**src/verilog/dpm_pkg.sv**
```systemverilog
// Package with register map, field layout, reset values and modes of the decode performance monitor.
package dpm_pkg;

	// ==========================================================
	// Register byte offsets.
	localparam logic [4:0] DPM_REG_CTRL = 5'h00;
	localparam logic [4:0] DPM_REG_SETPOINT = 5'h04;
	localparam logic [4:0] DPM_REG_GAP = 5'h08;
	localparam logic [4:0] DPM_REG_STATUS = 5'h0c;
	localparam logic [4:0] DPM_REG_IRQ_STAT = 5'h10;
	localparam logic [4:0] DPM_REG_IRQ_MASK = 5'h14;
	localparam logic [4:0] DPM_REG_COUNT = 5'h18;

	// ==========================================================
	// Field positions and widths.
	localparam int DPM_CTRL_MODE_LSB = 0;
	localparam int DPM_CTRL_TGT_LSB = 4;
	localparam int DPM_CTRL_OUT_LSB = 8;
	localparam int DPM_TGT_W = 4;
	localparam int DPM_OUT_W = 3;
	localparam int DPM_SP_W = 7;
	localparam int DPM_GAP_W = 16;
	localparam int DPM_CNT_W = 16;
	localparam int DPM_ST_LOW = 0;
	localparam int DPM_ST_PERIOD = 1;
	localparam int DPM_ST_CNT_LOW = 2;
	localparam int DPM_ST_MRG_LOW = 3;
	localparam int DPM_IRQ_W = 3;
	localparam int DPM_IRQ_END = 0;
	localparam int DPM_IRQ_LOW = 1;
	localparam int DPM_IRQ_REJ = 2;

	// ==========================================================
	// Limits and reset values.
	localparam logic [15:0] DPM_SP_MAX = 16'h0063;
	localparam logic [15:0] DPM_GAP_MAX = 16'hfa00;
	localparam logic [6:0] DPM_SP_RST = 7'h00;
	localparam logic [15:0] DPM_GAP_RST = 16'h0000;
	localparam logic [3:0] DPM_TGT_RST = 4'h0;
	localparam logic [2:0] DPM_OUT_RST = 3'h0;
	localparam logic [2:0] DPM_IRQ_RST = 3'h0;

	// ==========================================================
	// Indicator modes; code 2'b11 is illegal and acts as disable.
	typedef enum logic [1:0] {
		DPM_OFF = 2'b00,
		DPM_COUNT = 2'b01,
		DPM_MARGIN = 2'b10
	} dpm_mode_t;

	// Trigger period state.
	typedef enum logic {
		DPM_IDLE = 1'b0,
		DPM_PERIOD = 1'b1
	} dpm_per_t;

	// Clamps a written value to a field maximum.
	function automatic logic [15:0] dpm_clamp(input logic [15:0] v, input logic [15:0] lim);
		dpm_clamp = (v > lim) ? lim : v;
	endfunction

endpackage

```
**src/verilog/dpm_gap_filter.sv**
```systemverilog
// Inter-symbol no-read gap filter of the decode performance monitor.
`timescale 1ns/10ps
module dpm_gap_filter
	import dpm_pkg::*;
#(
	parameter int GAP_W = DPM_GAP_W
) (
	input wire logic clk,
	input wire logic sys_rst,
	input wire logic enable,
	input wire logic [GAP_W-1:0] gap_cfg,
	input wire logic scan_decode,
	input wire logic scan_noread,
	output logic accept,
	output logic reject
);

	initial begin
		if (GAP_W < 1 || GAP_W > 32) begin
			$error("dpm_gap_filter: GAP_W out of range");
		end
	end

	logic [GAP_W-1:0] gap_cnt;
	logic fresh;
	logic gap_met;

	// A decode passes when no symbol was accepted yet or the no-read gap is long enough; content never matters.
	assign gap_met = fresh || (gap_cnt >= gap_cfg); // [RULE8] [RULE9]
	assign accept = enable && scan_decode && gap_met;
	assign reject = enable && scan_decode && !gap_met;

	// Any decode breaks the run of no-reads, no-reads count up and stop at the configured gap.
	always_ff @(posedge clk or posedge sys_rst) begin
		if (sys_rst) begin
			gap_cnt <= '0;
		end else if (enable && scan_decode) begin
			gap_cnt <= '0; // [RULE10]
		end else if (enable && scan_noread && gap_cnt < gap_cfg) begin
			gap_cnt <= gap_cnt + 1'b1; // [RULE10]
		end
	end

	// Remembers that no symbol has been accepted since reset.
	always_ff @(posedge clk or posedge sys_rst) begin
		if (sys_rst) begin
			fresh <= 1'b1;
		end else if (accept) begin
			fresh <= 1'b0;
		end
	end
endmodule

```
**src/verilog/dpm_monitor.sv**
```systemverilog
// Top module of the decode performance monitor with its Avalon-MM register slave.
`timescale 1ns/10ps

// Operation
// (RULE1) A trigger period runs from trigger-on to trigger-off and decodes are taken only inside it.
// (RULE2) The low limit holds 0 to 99 and means a margin or a per-period count depending on the mode.
// (RULE3) With the indicator disabled the low-performance output never asserts.
// (RULE4) In count mode the output asserts when the decodes of a period are fewer than the low limit.
// (RULE5) In count mode the period count is latched and compared only when the period ends.
// (RULE6) In margin mode the output asserts when the supplied margin is below the low limit.
// (RULE7) The indication energizes a selected output module on a selected target reader while performance is low.
// (RULE8) A new symbol is rejected until the configured number of no-reads, 0 to 64000, has followed the last one.
// (RULE9) An identical symbol is accepted once the gap has passed, since only the gap decides.
// (RULE10) The gap counter clears on a decode, counts no-reads, saturates at the setting, and zero accepts all.
module dpm_monitor
	import dpm_pkg::*;
#(
	parameter int OUT_W = DPM_OUT_W,
	parameter int TGT_W = DPM_TGT_W
) (
	input wire logic clk,
	input wire logic sys_rst,
	input wire logic [4:0] avs_address,
	input wire logic avs_read,
	input wire logic avs_write,
	input wire logic [31:0] avs_writedata,
	output logic [31:0] avs_readdata,
	output logic avs_waitrequest,
	input wire logic trig_on,
	input wire logic trig_off,
	input wire logic scan_decode,
	input wire logic scan_noread,
	input wire logic [DPM_SP_W-1:0] margin,
	input wire logic margin_valid,
	output logic decode_en,
	output logic sym_accept,
	output logic sym_reject,
	output logic low_perf,
	output logic [(1<<OUT_W)-1:0] perf_energize,
	output logic [TGT_W-1:0] perf_target,
	output logic irq
);

	initial begin
		if (OUT_W != DPM_OUT_W || TGT_W != DPM_TGT_W) begin
			$error("dpm_monitor: OUT_W and TGT_W must match the register fields");
		end
	end

	// ==========================================================
	// Configuration and state registers.
	dpm_mode_t mode;
	logic [TGT_W-1:0] tgt_sel;
	logic [OUT_W-1:0] out_sel;
	logic [DPM_SP_W-1:0] setpoint;
	logic [DPM_GAP_W-1:0] gap_cfg;
	logic [DPM_IRQ_W-1:0] irq_stat;
	logic [DPM_IRQ_W-1:0] irq_mask;
	dpm_per_t per_state;
	logic [DPM_CNT_W-1:0] cnt_run;
	logic [DPM_CNT_W-1:0] count_latched;
	logic count_low;
	logic margin_low;
	logic acc;
	logic rej;
	logic per_end;
	logic wr_take;
	logic next_low;
	logic [DPM_CNT_W-1:0] next_count;
	logic [DPM_IRQ_W-1:0] irq_set;
	logic [31:0] rd_mux;

	// ==========================================================
	// Gap filter, enabled only inside a trigger period.
	dpm_gap_filter #(
		.GAP_W(DPM_GAP_W)
	) u_gap (
		.clk(clk),
		.sys_rst(sys_rst),
		.enable(per_state == DPM_PERIOD),
		.gap_cfg(gap_cfg),
		.scan_decode(scan_decode),
		.scan_noread(scan_noread),
		.accept(acc),
		.reject(rej)
	);

	// ==========================================================
	// Avalon-MM slave: one wait cycle, then the answer with waitrequest low for one cycle.
	assign wr_take = avs_write && !avs_waitrequest;

	// Drops waitrequest on the cycle after a request is seen and raises it again after that edge.
	always_ff @(posedge clk or posedge sys_rst) begin
		if (sys_rst) begin
			avs_waitrequest <= 1'b1;
		end else begin
			avs_waitrequest <= !((avs_read || avs_write) && avs_waitrequest);
		end
	end

	// Read multiplexer; unmapped offsets read as zero.
	always_comb begin
		rd_mux = 32'h0000_0000;
		unique case (avs_address)
			DPM_REG_CTRL: begin
				rd_mux[DPM_CTRL_MODE_LSB +: 2] = mode;
				rd_mux[DPM_CTRL_TGT_LSB +: DPM_TGT_W] = tgt_sel;
				rd_mux[DPM_CTRL_OUT_LSB +: DPM_OUT_W] = out_sel;
			end
			DPM_REG_SETPOINT: rd_mux[DPM_SP_W-1:0] = setpoint;
			DPM_REG_GAP: rd_mux[DPM_GAP_W-1:0] = gap_cfg;
			DPM_REG_STATUS: begin
				rd_mux[DPM_ST_LOW] = low_perf;
				rd_mux[DPM_ST_PERIOD] = (per_state == DPM_PERIOD);
				rd_mux[DPM_ST_CNT_LOW] = count_low;
				rd_mux[DPM_ST_MRG_LOW] = margin_low;
			end
			DPM_REG_IRQ_STAT: rd_mux[DPM_IRQ_W-1:0] = irq_stat;
			DPM_REG_IRQ_MASK: rd_mux[DPM_IRQ_W-1:0] = irq_mask;
			DPM_REG_COUNT: rd_mux[DPM_CNT_W-1:0] = count_latched;
			default: rd_mux = 32'h0000_0000;
		endcase
	end

	// Read data is loaded on the edge that lowers waitrequest and stands while it is low.
	always_ff @(posedge clk or posedge sys_rst) begin
		if (sys_rst) begin
			avs_readdata <= 32'h0000_0000;
		end else if (avs_read && avs_waitrequest) begin
			avs_readdata <= rd_mux;
		end
	end

	// Control register: mode, target reader and output module.
	always_ff @(posedge clk or posedge sys_rst) begin
		if (sys_rst) begin
			mode <= DPM_OFF;
			tgt_sel <= DPM_TGT_RST;
			out_sel <= DPM_OUT_RST;
		end else if (wr_take && avs_address == DPM_REG_CTRL) begin
			mode <= dpm_mode_t'(avs_writedata[DPM_CTRL_MODE_LSB +: 2]);
			tgt_sel <= avs_writedata[DPM_CTRL_TGT_LSB +: DPM_TGT_W]; // [RULE7]
			out_sel <= avs_writedata[DPM_CTRL_OUT_LSB +: DPM_OUT_W]; // [RULE7]
		end
	end

	// Low limit, clamped so it never exceeds 99.
	always_ff @(posedge clk or posedge sys_rst) begin
		if (sys_rst) begin
			setpoint <= DPM_SP_RST;
		end else if (wr_take && avs_address == DPM_REG_SETPOINT) begin
			setpoint <= DPM_SP_W'(dpm_clamp(avs_writedata[15:0], DPM_SP_MAX)); // [RULE2]
		end
	end

	// No-read gap setting, clamped to 64000.
	always_ff @(posedge clk or posedge sys_rst) begin
		if (sys_rst) begin
			gap_cfg <= DPM_GAP_RST;
		end else if (wr_take && avs_address == DPM_REG_GAP) begin
			gap_cfg <= dpm_clamp(avs_writedata[15:0], DPM_GAP_MAX); // [RULE8]
		end
	end

	// ==========================================================
	// Trigger period tracking; trigger-on inside a period and trigger-off outside one are ignored.
	assign per_end = (per_state == DPM_PERIOD) && trig_off;

	always_ff @(posedge clk or posedge sys_rst) begin
		if (sys_rst) begin
			per_state <= DPM_IDLE;
		end else begin
			unique case (per_state)
				DPM_IDLE: if (trig_on) begin
					per_state <= DPM_PERIOD; // [RULE1]
				end
				DPM_PERIOD: if (trig_off) begin
					per_state <= DPM_IDLE; // [RULE1]
				end
			endcase
		end
	end

	// Decode attempts are enabled only inside a period.
	always_ff @(posedge clk or posedge sys_rst) begin
		if (sys_rst) begin
			decode_en <= 1'b0;
		end else begin
			decode_en <= (per_state == DPM_IDLE) ? trig_on : !trig_off; // [RULE1]
		end
	end

	// Registered accept and reject strobes toward the scan pipeline.
	always_ff @(posedge clk or posedge sys_rst) begin
		if (sys_rst) begin
			sym_accept <= 1'b0;
			sym_reject <= 1'b0;
		end else begin
			sym_accept <= acc;
			sym_reject <= rej;
		end
	end

	// ==========================================================
	// Per-period decode counter; a decode on the closing cycle still counts.
	assign next_count = (acc && cnt_run != '1) ? cnt_run + 1'b1 : cnt_run;

	always_ff @(posedge clk or posedge sys_rst) begin
		if (sys_rst) begin
			cnt_run <= '0;
		end else if (per_state == DPM_IDLE) begin
			cnt_run <= '0; // [RULE1]
		end else begin
			cnt_run <= next_count;
		end
	end

	// The count is latched and compared only at the end of the period.
	always_ff @(posedge clk or posedge sys_rst) begin
		if (sys_rst) begin
			count_latched <= '0;
			count_low <= 1'b0;
		end else if (per_end) begin
			count_latched <= next_count; // [RULE5]
			count_low <= next_count < DPM_CNT_W'(setpoint); // [RULE4]
		end
	end

	// Margin comparison on every supplied margin value.
	always_ff @(posedge clk or posedge sys_rst) begin
		if (sys_rst) begin
			margin_low <= 1'b0;
		end else if (margin_valid) begin
			margin_low <= margin < setpoint; // [RULE6]
		end
	end

	// ==========================================================
	// Low-performance output and its routing to one output module.
	always_comb begin
		unique case (mode)
			DPM_COUNT: next_low = count_low; // [RULE4]
			DPM_MARGIN: next_low = margin_low; // [RULE6]
			default: next_low = 1'b0; // [RULE3]
		endcase
	end

	always_ff @(posedge clk or posedge sys_rst) begin
		if (sys_rst) begin
			low_perf <= 1'b0;
			perf_energize <= '0;
			perf_target <= DPM_TGT_RST;
		end else begin
			low_perf <= next_low;
			perf_energize <= next_low ? ((1 << OUT_W)'(1) << out_sel) : '0; // [RULE7]
			perf_target <= tgt_sel; // [RULE7]
		end
	end

	// ==========================================================
	// Interrupts: sticky status, write one to clear, the setting event wins over a clear.
	assign irq_set[DPM_IRQ_END] = per_end;
	assign irq_set[DPM_IRQ_LOW] = next_low && !low_perf;
	assign irq_set[DPM_IRQ_REJ] = rej;

	always_ff @(posedge clk or posedge sys_rst) begin
		if (sys_rst) begin
			irq_stat <= DPM_IRQ_RST;
		end else if (wr_take && avs_address == DPM_REG_IRQ_STAT) begin
			irq_stat <= (irq_stat & ~avs_writedata[DPM_IRQ_W-1:0]) | irq_set;
		end else begin
			irq_stat <= irq_stat | irq_set;
		end
	end

	always_ff @(posedge clk or posedge sys_rst) begin
		if (sys_rst) begin
			irq_mask <= DPM_IRQ_RST;
		end else if (wr_take && avs_address == DPM_REG_IRQ_MASK) begin
			irq_mask <= avs_writedata[DPM_IRQ_W-1:0];
		end
	end

	// The level output follows the next status value so it stays in step with it.
	always_ff @(posedge clk or posedge sys_rst) begin
		if (sys_rst) begin
			irq <= 1'b0;
		end else if (wr_take && avs_address == DPM_REG_IRQ_STAT) begin
			irq <= |(((irq_stat & ~avs_writedata[DPM_IRQ_W-1:0]) | irq_set) & irq_mask);
		end else if (wr_take && avs_address == DPM_REG_IRQ_MASK) begin
			irq <= |((irq_stat | irq_set) & avs_writedata[DPM_IRQ_W-1:0]);
		end else begin
			irq <= |((irq_stat | irq_set) & irq_mask);
		end
	end
endmodule

```
**config.mk**
```make
export PLATFORM = sky130hd
export DESIGN_NAME = dpm_monitor
export DESIGN_NICKNAME = d
export VERILOG_FILES = /design/src/verilog/dpm_pkg.sv /design/src/verilog/dpm_gap_filter.sv /design/src/verilog/dpm_monitor.sv
export SDC_FILE = /design/constraint.sdc
export NUM_CORES = 1
export LEC_CHECK = 0
export ABC_AREA = 1
export BUFFER_PORTS_ARGS = -buffer_cell sky130_fd_sc_hd__clkbuf_2
export CELL_PAD_IN_SITES_DETAIL_PLACEMENT = 0
export CELL_PAD_IN_SITES_GLOBAL_PLACEMENT = 1
export CORE_MARGIN = 1
export CORE_UTILIZATION = 42
export DETAILED_ROUTE_END_ITERATION = 8
export GPL_ROUTABILITY_DRIVEN = 0
export PLACE_DENSITY_LB_ADDON = 0.1
export SYNTH_ARGS = -nofsm -noshare
export SYNTH_HDL_FRONTEND = slang
export SYNTH_SLANG_ARGS = --single-unit
export TNS_END_PERCENT = 50
```
**constraint.sdc**
```tcl
create_clock -name clk -period 4.55 [get_ports clk]
set_clock_uncertainty 0.15 [all_clocks]
set_input_delay 0.455 -clock clk [delete_from_list [all_inputs] [get_ports clk]]
set_output_delay 0.455 -clock clk [all_outputs]
set_load 0.005 [all_outputs]
```
After elaboration in Yosys (flattened, before gate mapping)
Cells that the tools add are included.
{ "word_totals": {"regBits": 124, "elab_cells": 98, "in_bits": 53, "output_inout_bits": 50} }
{ "op_classes": {"n_shift": 1, "n_eq_ne": 9, "mux": 21, "add_sub_neg": 2, "reduce_logical": 28, "magnitude_cmp": 6, "bitwise": 8} }
{ "ops": {"columns": ["operator", "count"], "rows": [
  ["$mux W16", 5],
  ["$add A16 B1 Y16 const B", 2],
  ["$ge A16 B16 Y1", 1],
  ["$gt A16 B16 Y1 const B", 1],
  ["$gt A16 B7 Y1 const B", 1],
  ["$logic_and A1 B1 Y1", 16],
  ["$lt A16 B16 Y1", 1],
  ["$lt A16 B7 Y1", 1],
  ["$ne A16 B16 Y1 const B", 1],
  ["$eq A5 B5 Y1 const B", 3],
  ["$pmux W2 S7", 1],
  ["$and A3 B3 Y3", 4],
  ["$pmux W3 S4", 1],
  ["$pmux W4 S3", 1],
  ["$eq A5 B4 Y1 const B", 2],
  ["$pmux W5 S2", 1],
  ["$reduce_or A3 Y1", 3],
  ["$mux W8", 1],
  ["$shl A1 B3 Y8 const A", 1],
  ["$lt A7 B7 Y1", 1],
  ["$mux W7", 1],
  ["$or A3 B3 Y3", 2],
  ["$pmux W1 S6", 1],
  ["$eq A5 B3 Y1 const B", 1],
  ["other kinds (12)", 22]
]} }

Longest topological paths before layout
{ "depth": {"ltp_word": 9, "ltp_mapped": 25, "ltp_nobuf": 24} }

Modules after synthesis
A second synthesis with hierarchy kept.
{ "unflattened": {"hier_cells": 887, "hier_area_um2": 6879.1} }
{ "by_module_without_submodules": {"columns": ["mod", "cells_per_inst", "seq_area_each_um2", "instances", "area_per_inst_um2"], "rows": [
  ["dpm_monitor", 665, 2653.8, 1, 5350.1],
  ["dpm_gap_filter", 222, 426.7, 1, 1529.0]
]} }

Worst setup path after synthesis
Ideal clock, no wire load.
{ "synth_timing": {"kind": "register -> register", "from": "reg u_gap.gap_cnt[15]", "to": "reg count_low", "n_path_buf": 1, "path_stages_with_launch": 22, "t_arrival_ps": 2615, "setup_time_ps": 66, "synth_period_minus_slack_ps": 2830, "slack_ps": 1720, "t_required_ps": 4334, "cell_sequence": "dfrtp_1 ha_1 nand2_1 nor2_2 nand2_1 nor2_1 nor2_1 nand3_2 nand3_4 buf_6 nor2_1 nand3_1 xor2_1 inv_1 ha_1 nor2_1 nand3_1 nor2_1 nand3_1 nor2_1 nand2_1 nand2_1"} }
{ "synth_via": {"elab_chain_len": 6} }
{ "synth_lines": {"columns": ["item", "line_no", "text"], "rows": [
  ["start, declared", "dpm_gap_filter.sv:24", "logic [GAP_W-1:0] gap_cnt;"],
  ["start signal, assigned", "dpm_gap_filter.sv:40", "gap_cnt <= gap_cnt + 1'b1;"],
  ["$ge A16 B16 Y1", "dpm_gap_filter.sv:29", "assign gap_met = fresh || (gap_cnt >= gap_cfg);"],
  ["$logic_or A1 B1 Y1", "dpm_gap_filter.sv:29", null],
  ["$logic_and A1 B1 Y1", "dpm_gap_filter.sv:30", "assign accept = enable && scan_decode && gap_met;"],
  ["$logic_and A1 B1 Y1", "dpm_monitor.sv:206", "assign next_count = (acc && cnt_run != '1) ? cnt_run + 1'b1 : cnt_run;"],
  ["$mux W16", "dpm_monitor.sv:206", null],
  ["named net next_count[6]", "dpm_monitor.sv:69", "logic [DPM_CNT_W-1:0] next_count;"],
  ["$lt A16 B7 Y1", "dpm_monitor.sv:225", "count_low <= next_count < DPM_CNT_W'(setpoint);"],
  ["end signal, assigned", "dpm_monitor.sv:225", null],
  ["end, declared", "dpm_monitor.sv:62", "logic count_low;"]
]} }
The timed path passes the listed nets, and every way through them passes these cells.
A chain may end at the register's enable or synchronous reset.

Worst setup path after layout
{ "layout_timing": {"from": "reg u_gap.gap_cnt[11]", "to": "reg count_low"} }
Same word-level chain as after synthesis.

==> impl_summary.txt <==
----------------------------------------------------
[Global routing]
  Layer with the highest usage ... met2
  Met2 usage ... 0.385
  Via count of the first global-routing pass ... approximately 5,500
  Global-route wire length before repair ... 28.5 mm
  Total global routing overflow ... 0
  Total GRT Usage ... 0.232
  Global routing met1 resource utilization ... 0.305
  Antenna violations before repair ... 0
  Largest net degree at the start of global routing ... 69
  Global routing usage on met3 ... 0.0363

[STA]
  RSZ-0062 raised after global routing ... no
  Slew Limit Headroom ... 0.233
  Setup total negative slack ... 0 ns
  Setup-failing EPs final ... 0
  Final hold violation count ... 0
  Final slew viol count ... 0
  Maximum clock frequency ... 288 MHz
  Final worst-path cycle share ... 0.763
  Final critical delay including setup and external delays ... 3.47 ns
  Slew at the pin with the worst max-slew slack ... between 1 and 1.5 ns

[Clock tree]
  Cts-stage hold buffer count ... 0
  Clock Path Buffers ... 2
  Post-CTS Resized ... 0
  CTS tree ... built
  Clock sink count ... between 100 and 150
  H-tree levels ... 4
  CTS Buf Count ... 17
  Clock tree root driver cell ... sky130_fd_sc_hd__clkbuf_16
  Post-CTS setup buffer count ... 0
  Clock insertion delay at the later pin of the skew report ... about 0.43 ns
  Clock-pin transition on the worst setup and hold timing paths ... around 0.06 ns

[Final layout]
  NumNets Final ... slightly below 1,000
  Area growth from synthesis to final layout ... 17.2%
  Ant. Diodes ... 0
  Most used cells in the layout excluding fill and tap cells ... 178 x sky130_fd_sc_hd__nand2_1, 121 x sky130_fd_sc_hd__dfrtp_1, 107 x sky130_fd_sc_hd__inv_1, 89 x sky130_fd_sc_hd__nor2_1, 77 x sky130_fd_sc_hd__o21ai_0
  Ratio of cells with drive above 1 in the final layout ... 0.139
  Most common library cell in the layout ignoring fill and taps ... sky130_fd_sc_hd__nand2_1
  Post-layout util ... 0.503

[Pwr]
  Switch Pwr ... ~0.00094 W
  Logic gate share of total power ... 0.154
  Share of total power in sequential cells ... 0.406
  Leakage power figure ... about 3.8 nW
  Internal portion of total power ... 0.00232 W
  Net switching share of the total power ... 0.289
  Clk pwr share ... 0.440
  Areal power density over the cells ... between 400 and 500 nW/um^2
  Total power ... around 0.0033 W
  Peak supply drop ... 290 uV

[Worst setup path]
  Endpoint of the most critical register-to-register path ... count_low$_DFFE_PP0P_
  Kind of critical path ... register to register
  Data arrival time of the critical path ... 3.68 ns
  Worst-case register-to-register setup slack ... 1.08 ns
  Startpoint kind of the worst setup timing path ... register
  Reg-to-Reg Start ... u_gap.gap_cnt[11]$_DFFE_PP0P_
  Critical path required time ... around 4.8 ns
  Highest fanout seen on the critical path ... 16
  CP Capture Type ... register
  Worst R2R Path Depth ... 17

[Place]
  Detailed-placement wirelength estimate ... ~13 mm
  Number of I/O port buffers ... 70

[Min path]
  Hold Path Cell Cnt ... 2
  Worst hold path startpoint ... avs_read
  Worst min-delay path class ... input pin to register
  WHS Endpoint ... avs_waitrequest$_DFF_PP1_

[Synthesis]
  Total of flip-flops plus latches after synthesis ... ~120
  Most common flop cell mapped by yosys ... sky130_fd_sc_hd__dfrtp_1
  Share of synthesized registers carrying an async set or reset ... 1.00
  Synth Area per Inst ... 8.09 um^2
  Sequential share of the synthesized area ... 0.472
  Count of unique library cells instantiated by Yosys ... 44
  Post-synthesis instance area ... between 6000 and 7000 um^2
  Yosys warning count ... 0
  Synth Instances ... approximately 810
  Number of synthesized flops with an enable pin ... 0

[Routing]
  Via count ... approximately 5,500
  Starting DRC count in detailed routing ... 454
  DRC violation count after routing ... 0
  Remaining antenna violation count ... 0
  Post-detailed-routing wire length ... ~17 mm
  Post-DR wirelength/cell ... between 15 and 20 um
  Pre-Repair DR Iteration Count ... 5
  Mean number of vias per cell ... between 5 and 6

[Floorplan]
  Floorplan die width ... 127 um
  Core ar. ... 15,200 um^2
  Number of rows created at floorplan ... 45
  Ports placed on the boundary ... ~100
  Die boundary height ... around 130 um
  Die area ... roughly 16,000 um^2
  Starting Density ... 0.429

[Run]
  Maxcap violations ... 0

[Status]
  Outcome ... finished, final reports clean

----------------------------------------------------
-- worst max-delay path: stages (launching register included) --
cell                       delay [ns]
sky130_fd_sc_hd__dfrtp_1         0.44
sky130_fd_sc_hd__ha_1            0.34
sky130_fd_sc_hd__a21oi_1         0.16
sky130_fd_sc_hd__nand2_1         0.08
sky130_fd_sc_hd__a21oi_2         0.26
sky130_fd_sc_hd__nand3_2         0.25
sky130_fd_sc_hd__nand3_4         0.22
sky130_fd_sc_hd__inv_1           0.15
sky130_fd_sc_hd__nand4_1         0.12
sky130_fd_sc_hd__xor2_1          0.26
sky130_fd_sc_hd__inv_1           0.09
sky130_fd_sc_hd__ha_1            0.30
sky130_fd_sc_hd__a21oi_1         0.13
sky130_fd_sc_hd__nand3b_1        0.12
sky130_fd_sc_hd__nand3_1         0.08
sky130_fd_sc_hd__nor2_1          0.13
sky130_fd_sc_hd__nand2_1         0.07
sky130_fd_sc_hd__nand2_1         0.05
-- Yosys cell counts, types with 14 or more instances --
library cell	number	share of area
sky130_fd_sc_hd__inv_1	108	0.062
sky130_fd_sc_hd__ha_1	32	0.061
sky130_fd_sc_hd__o21ai_0	77	0.059
sky130_fd_sc_hd__nor2_1	89	0.051
sky130_fd_sc_hd__nor3_1	19	0.015
sky130_fd_sc_hd__xor2_1	14	0.019
sky130_fd_sc_hd__dfrtp_1	121	0.46
sky130_fd_sc_hd__buf_4	16	0.018
sky130_fd_sc_hd__nand2_1	178	0.10
sky130_fd_sc_hd__clkbuf_1	15	0.0086
sky130_fd_sc_hd__nand3_1	33	0.025
sky130_fd_sc_hd__a21oi_1	25	0.019
-- power by group through the flow --
stage	clock (W)	combinational, W	sequential (W)
floorplan	0	0.000339	0.00132
global placement	0	0.000489	0.00134
detailed placement	0	0.000506	0.00134
CTS	0.00146	0.000510	0.00132
global route	0.00150	0.000585	0.00134
finish	0.00144	0.000503	0.00132
-- cell families after synthesis --
family          after synthesis  synth area share
compound gates              140             0.121
mux                           1           0.00173
fa+ha+maj                    32            0.0614
xor+xnor                     16            0.0215
simple gates                349             0.228
other cells                   1          0.000575
flops                       123             0.472
buf+inv                     144            0.0934
-- worst max path at each step --
| stage | startpoint | to | cells after the start |
|---|---|---|---|
| final | u_gap.gap_cnt[11]$_DFFE_PP0P_ | count_low$_DFFE_PP0P_ | 17 |
| after global routing | decode_en$_DFF_PP0_ | count_low$_DFFE_PP0P_ | 14 |
| after CTS | u_gap.gap_cnt[15]$_DFFE_PP0P_ | count_low$_DFFE_PP0P_ | 19 |
| after detailed placement | scan_decode | count_low$_DFFE_PP0P_ | 15 |
| after global placement | scan_decode | count_low$_DFFE_PP0P_ | 15 |
| after floorplan | sys_rst | avs_readdata[0]$_DFFE_PP0P_ | 1 |
-- layer usage --
metal  part of all wire  vias up
li1                   -     2754
met1               0.47     2639
met2               0.47      133
met3              0.037       22
met4              0.019        0
met5                  0        -
-- registers in the layout (all words and copies together) (netlist names), 7 cells and up --
register and count:
avs_readdata 16, setpoint 7, count_latched 16, u_gap.gap_cnt 16, perf_energize 8, gap_cfg 16, cnt_run 16
-- per-stage QoR --
step	cells	area [um^2]	hold WS (ns)	setup slack, ns
CTS	1083	7640	0.0336	1.08
finish	1083	7640	0.0409	1.08
global placement	1051	7010	0.248	1.13
floorplan	821	6580	0.220	0.677
detailed placement	1051	7010	0.260	1.10
global route	1083	7640	0.0603	0.692
-- cell type report --
| class | count | area [um^2] |
|---|---|---|
| timing repair buffer | 76 | 395 |
| fill | 1470 | 7560 |
| multi-input combinational | 554 | 2890 |
| inverter | 110 | 415 |
| clock inverter | 14 | 198 |
| tap | 188 | 235 |
| clock buffer | 18 | 429 |
| sequential | 123 | 3080 |
Note: power is estimated with default switching activity, not from simulation.
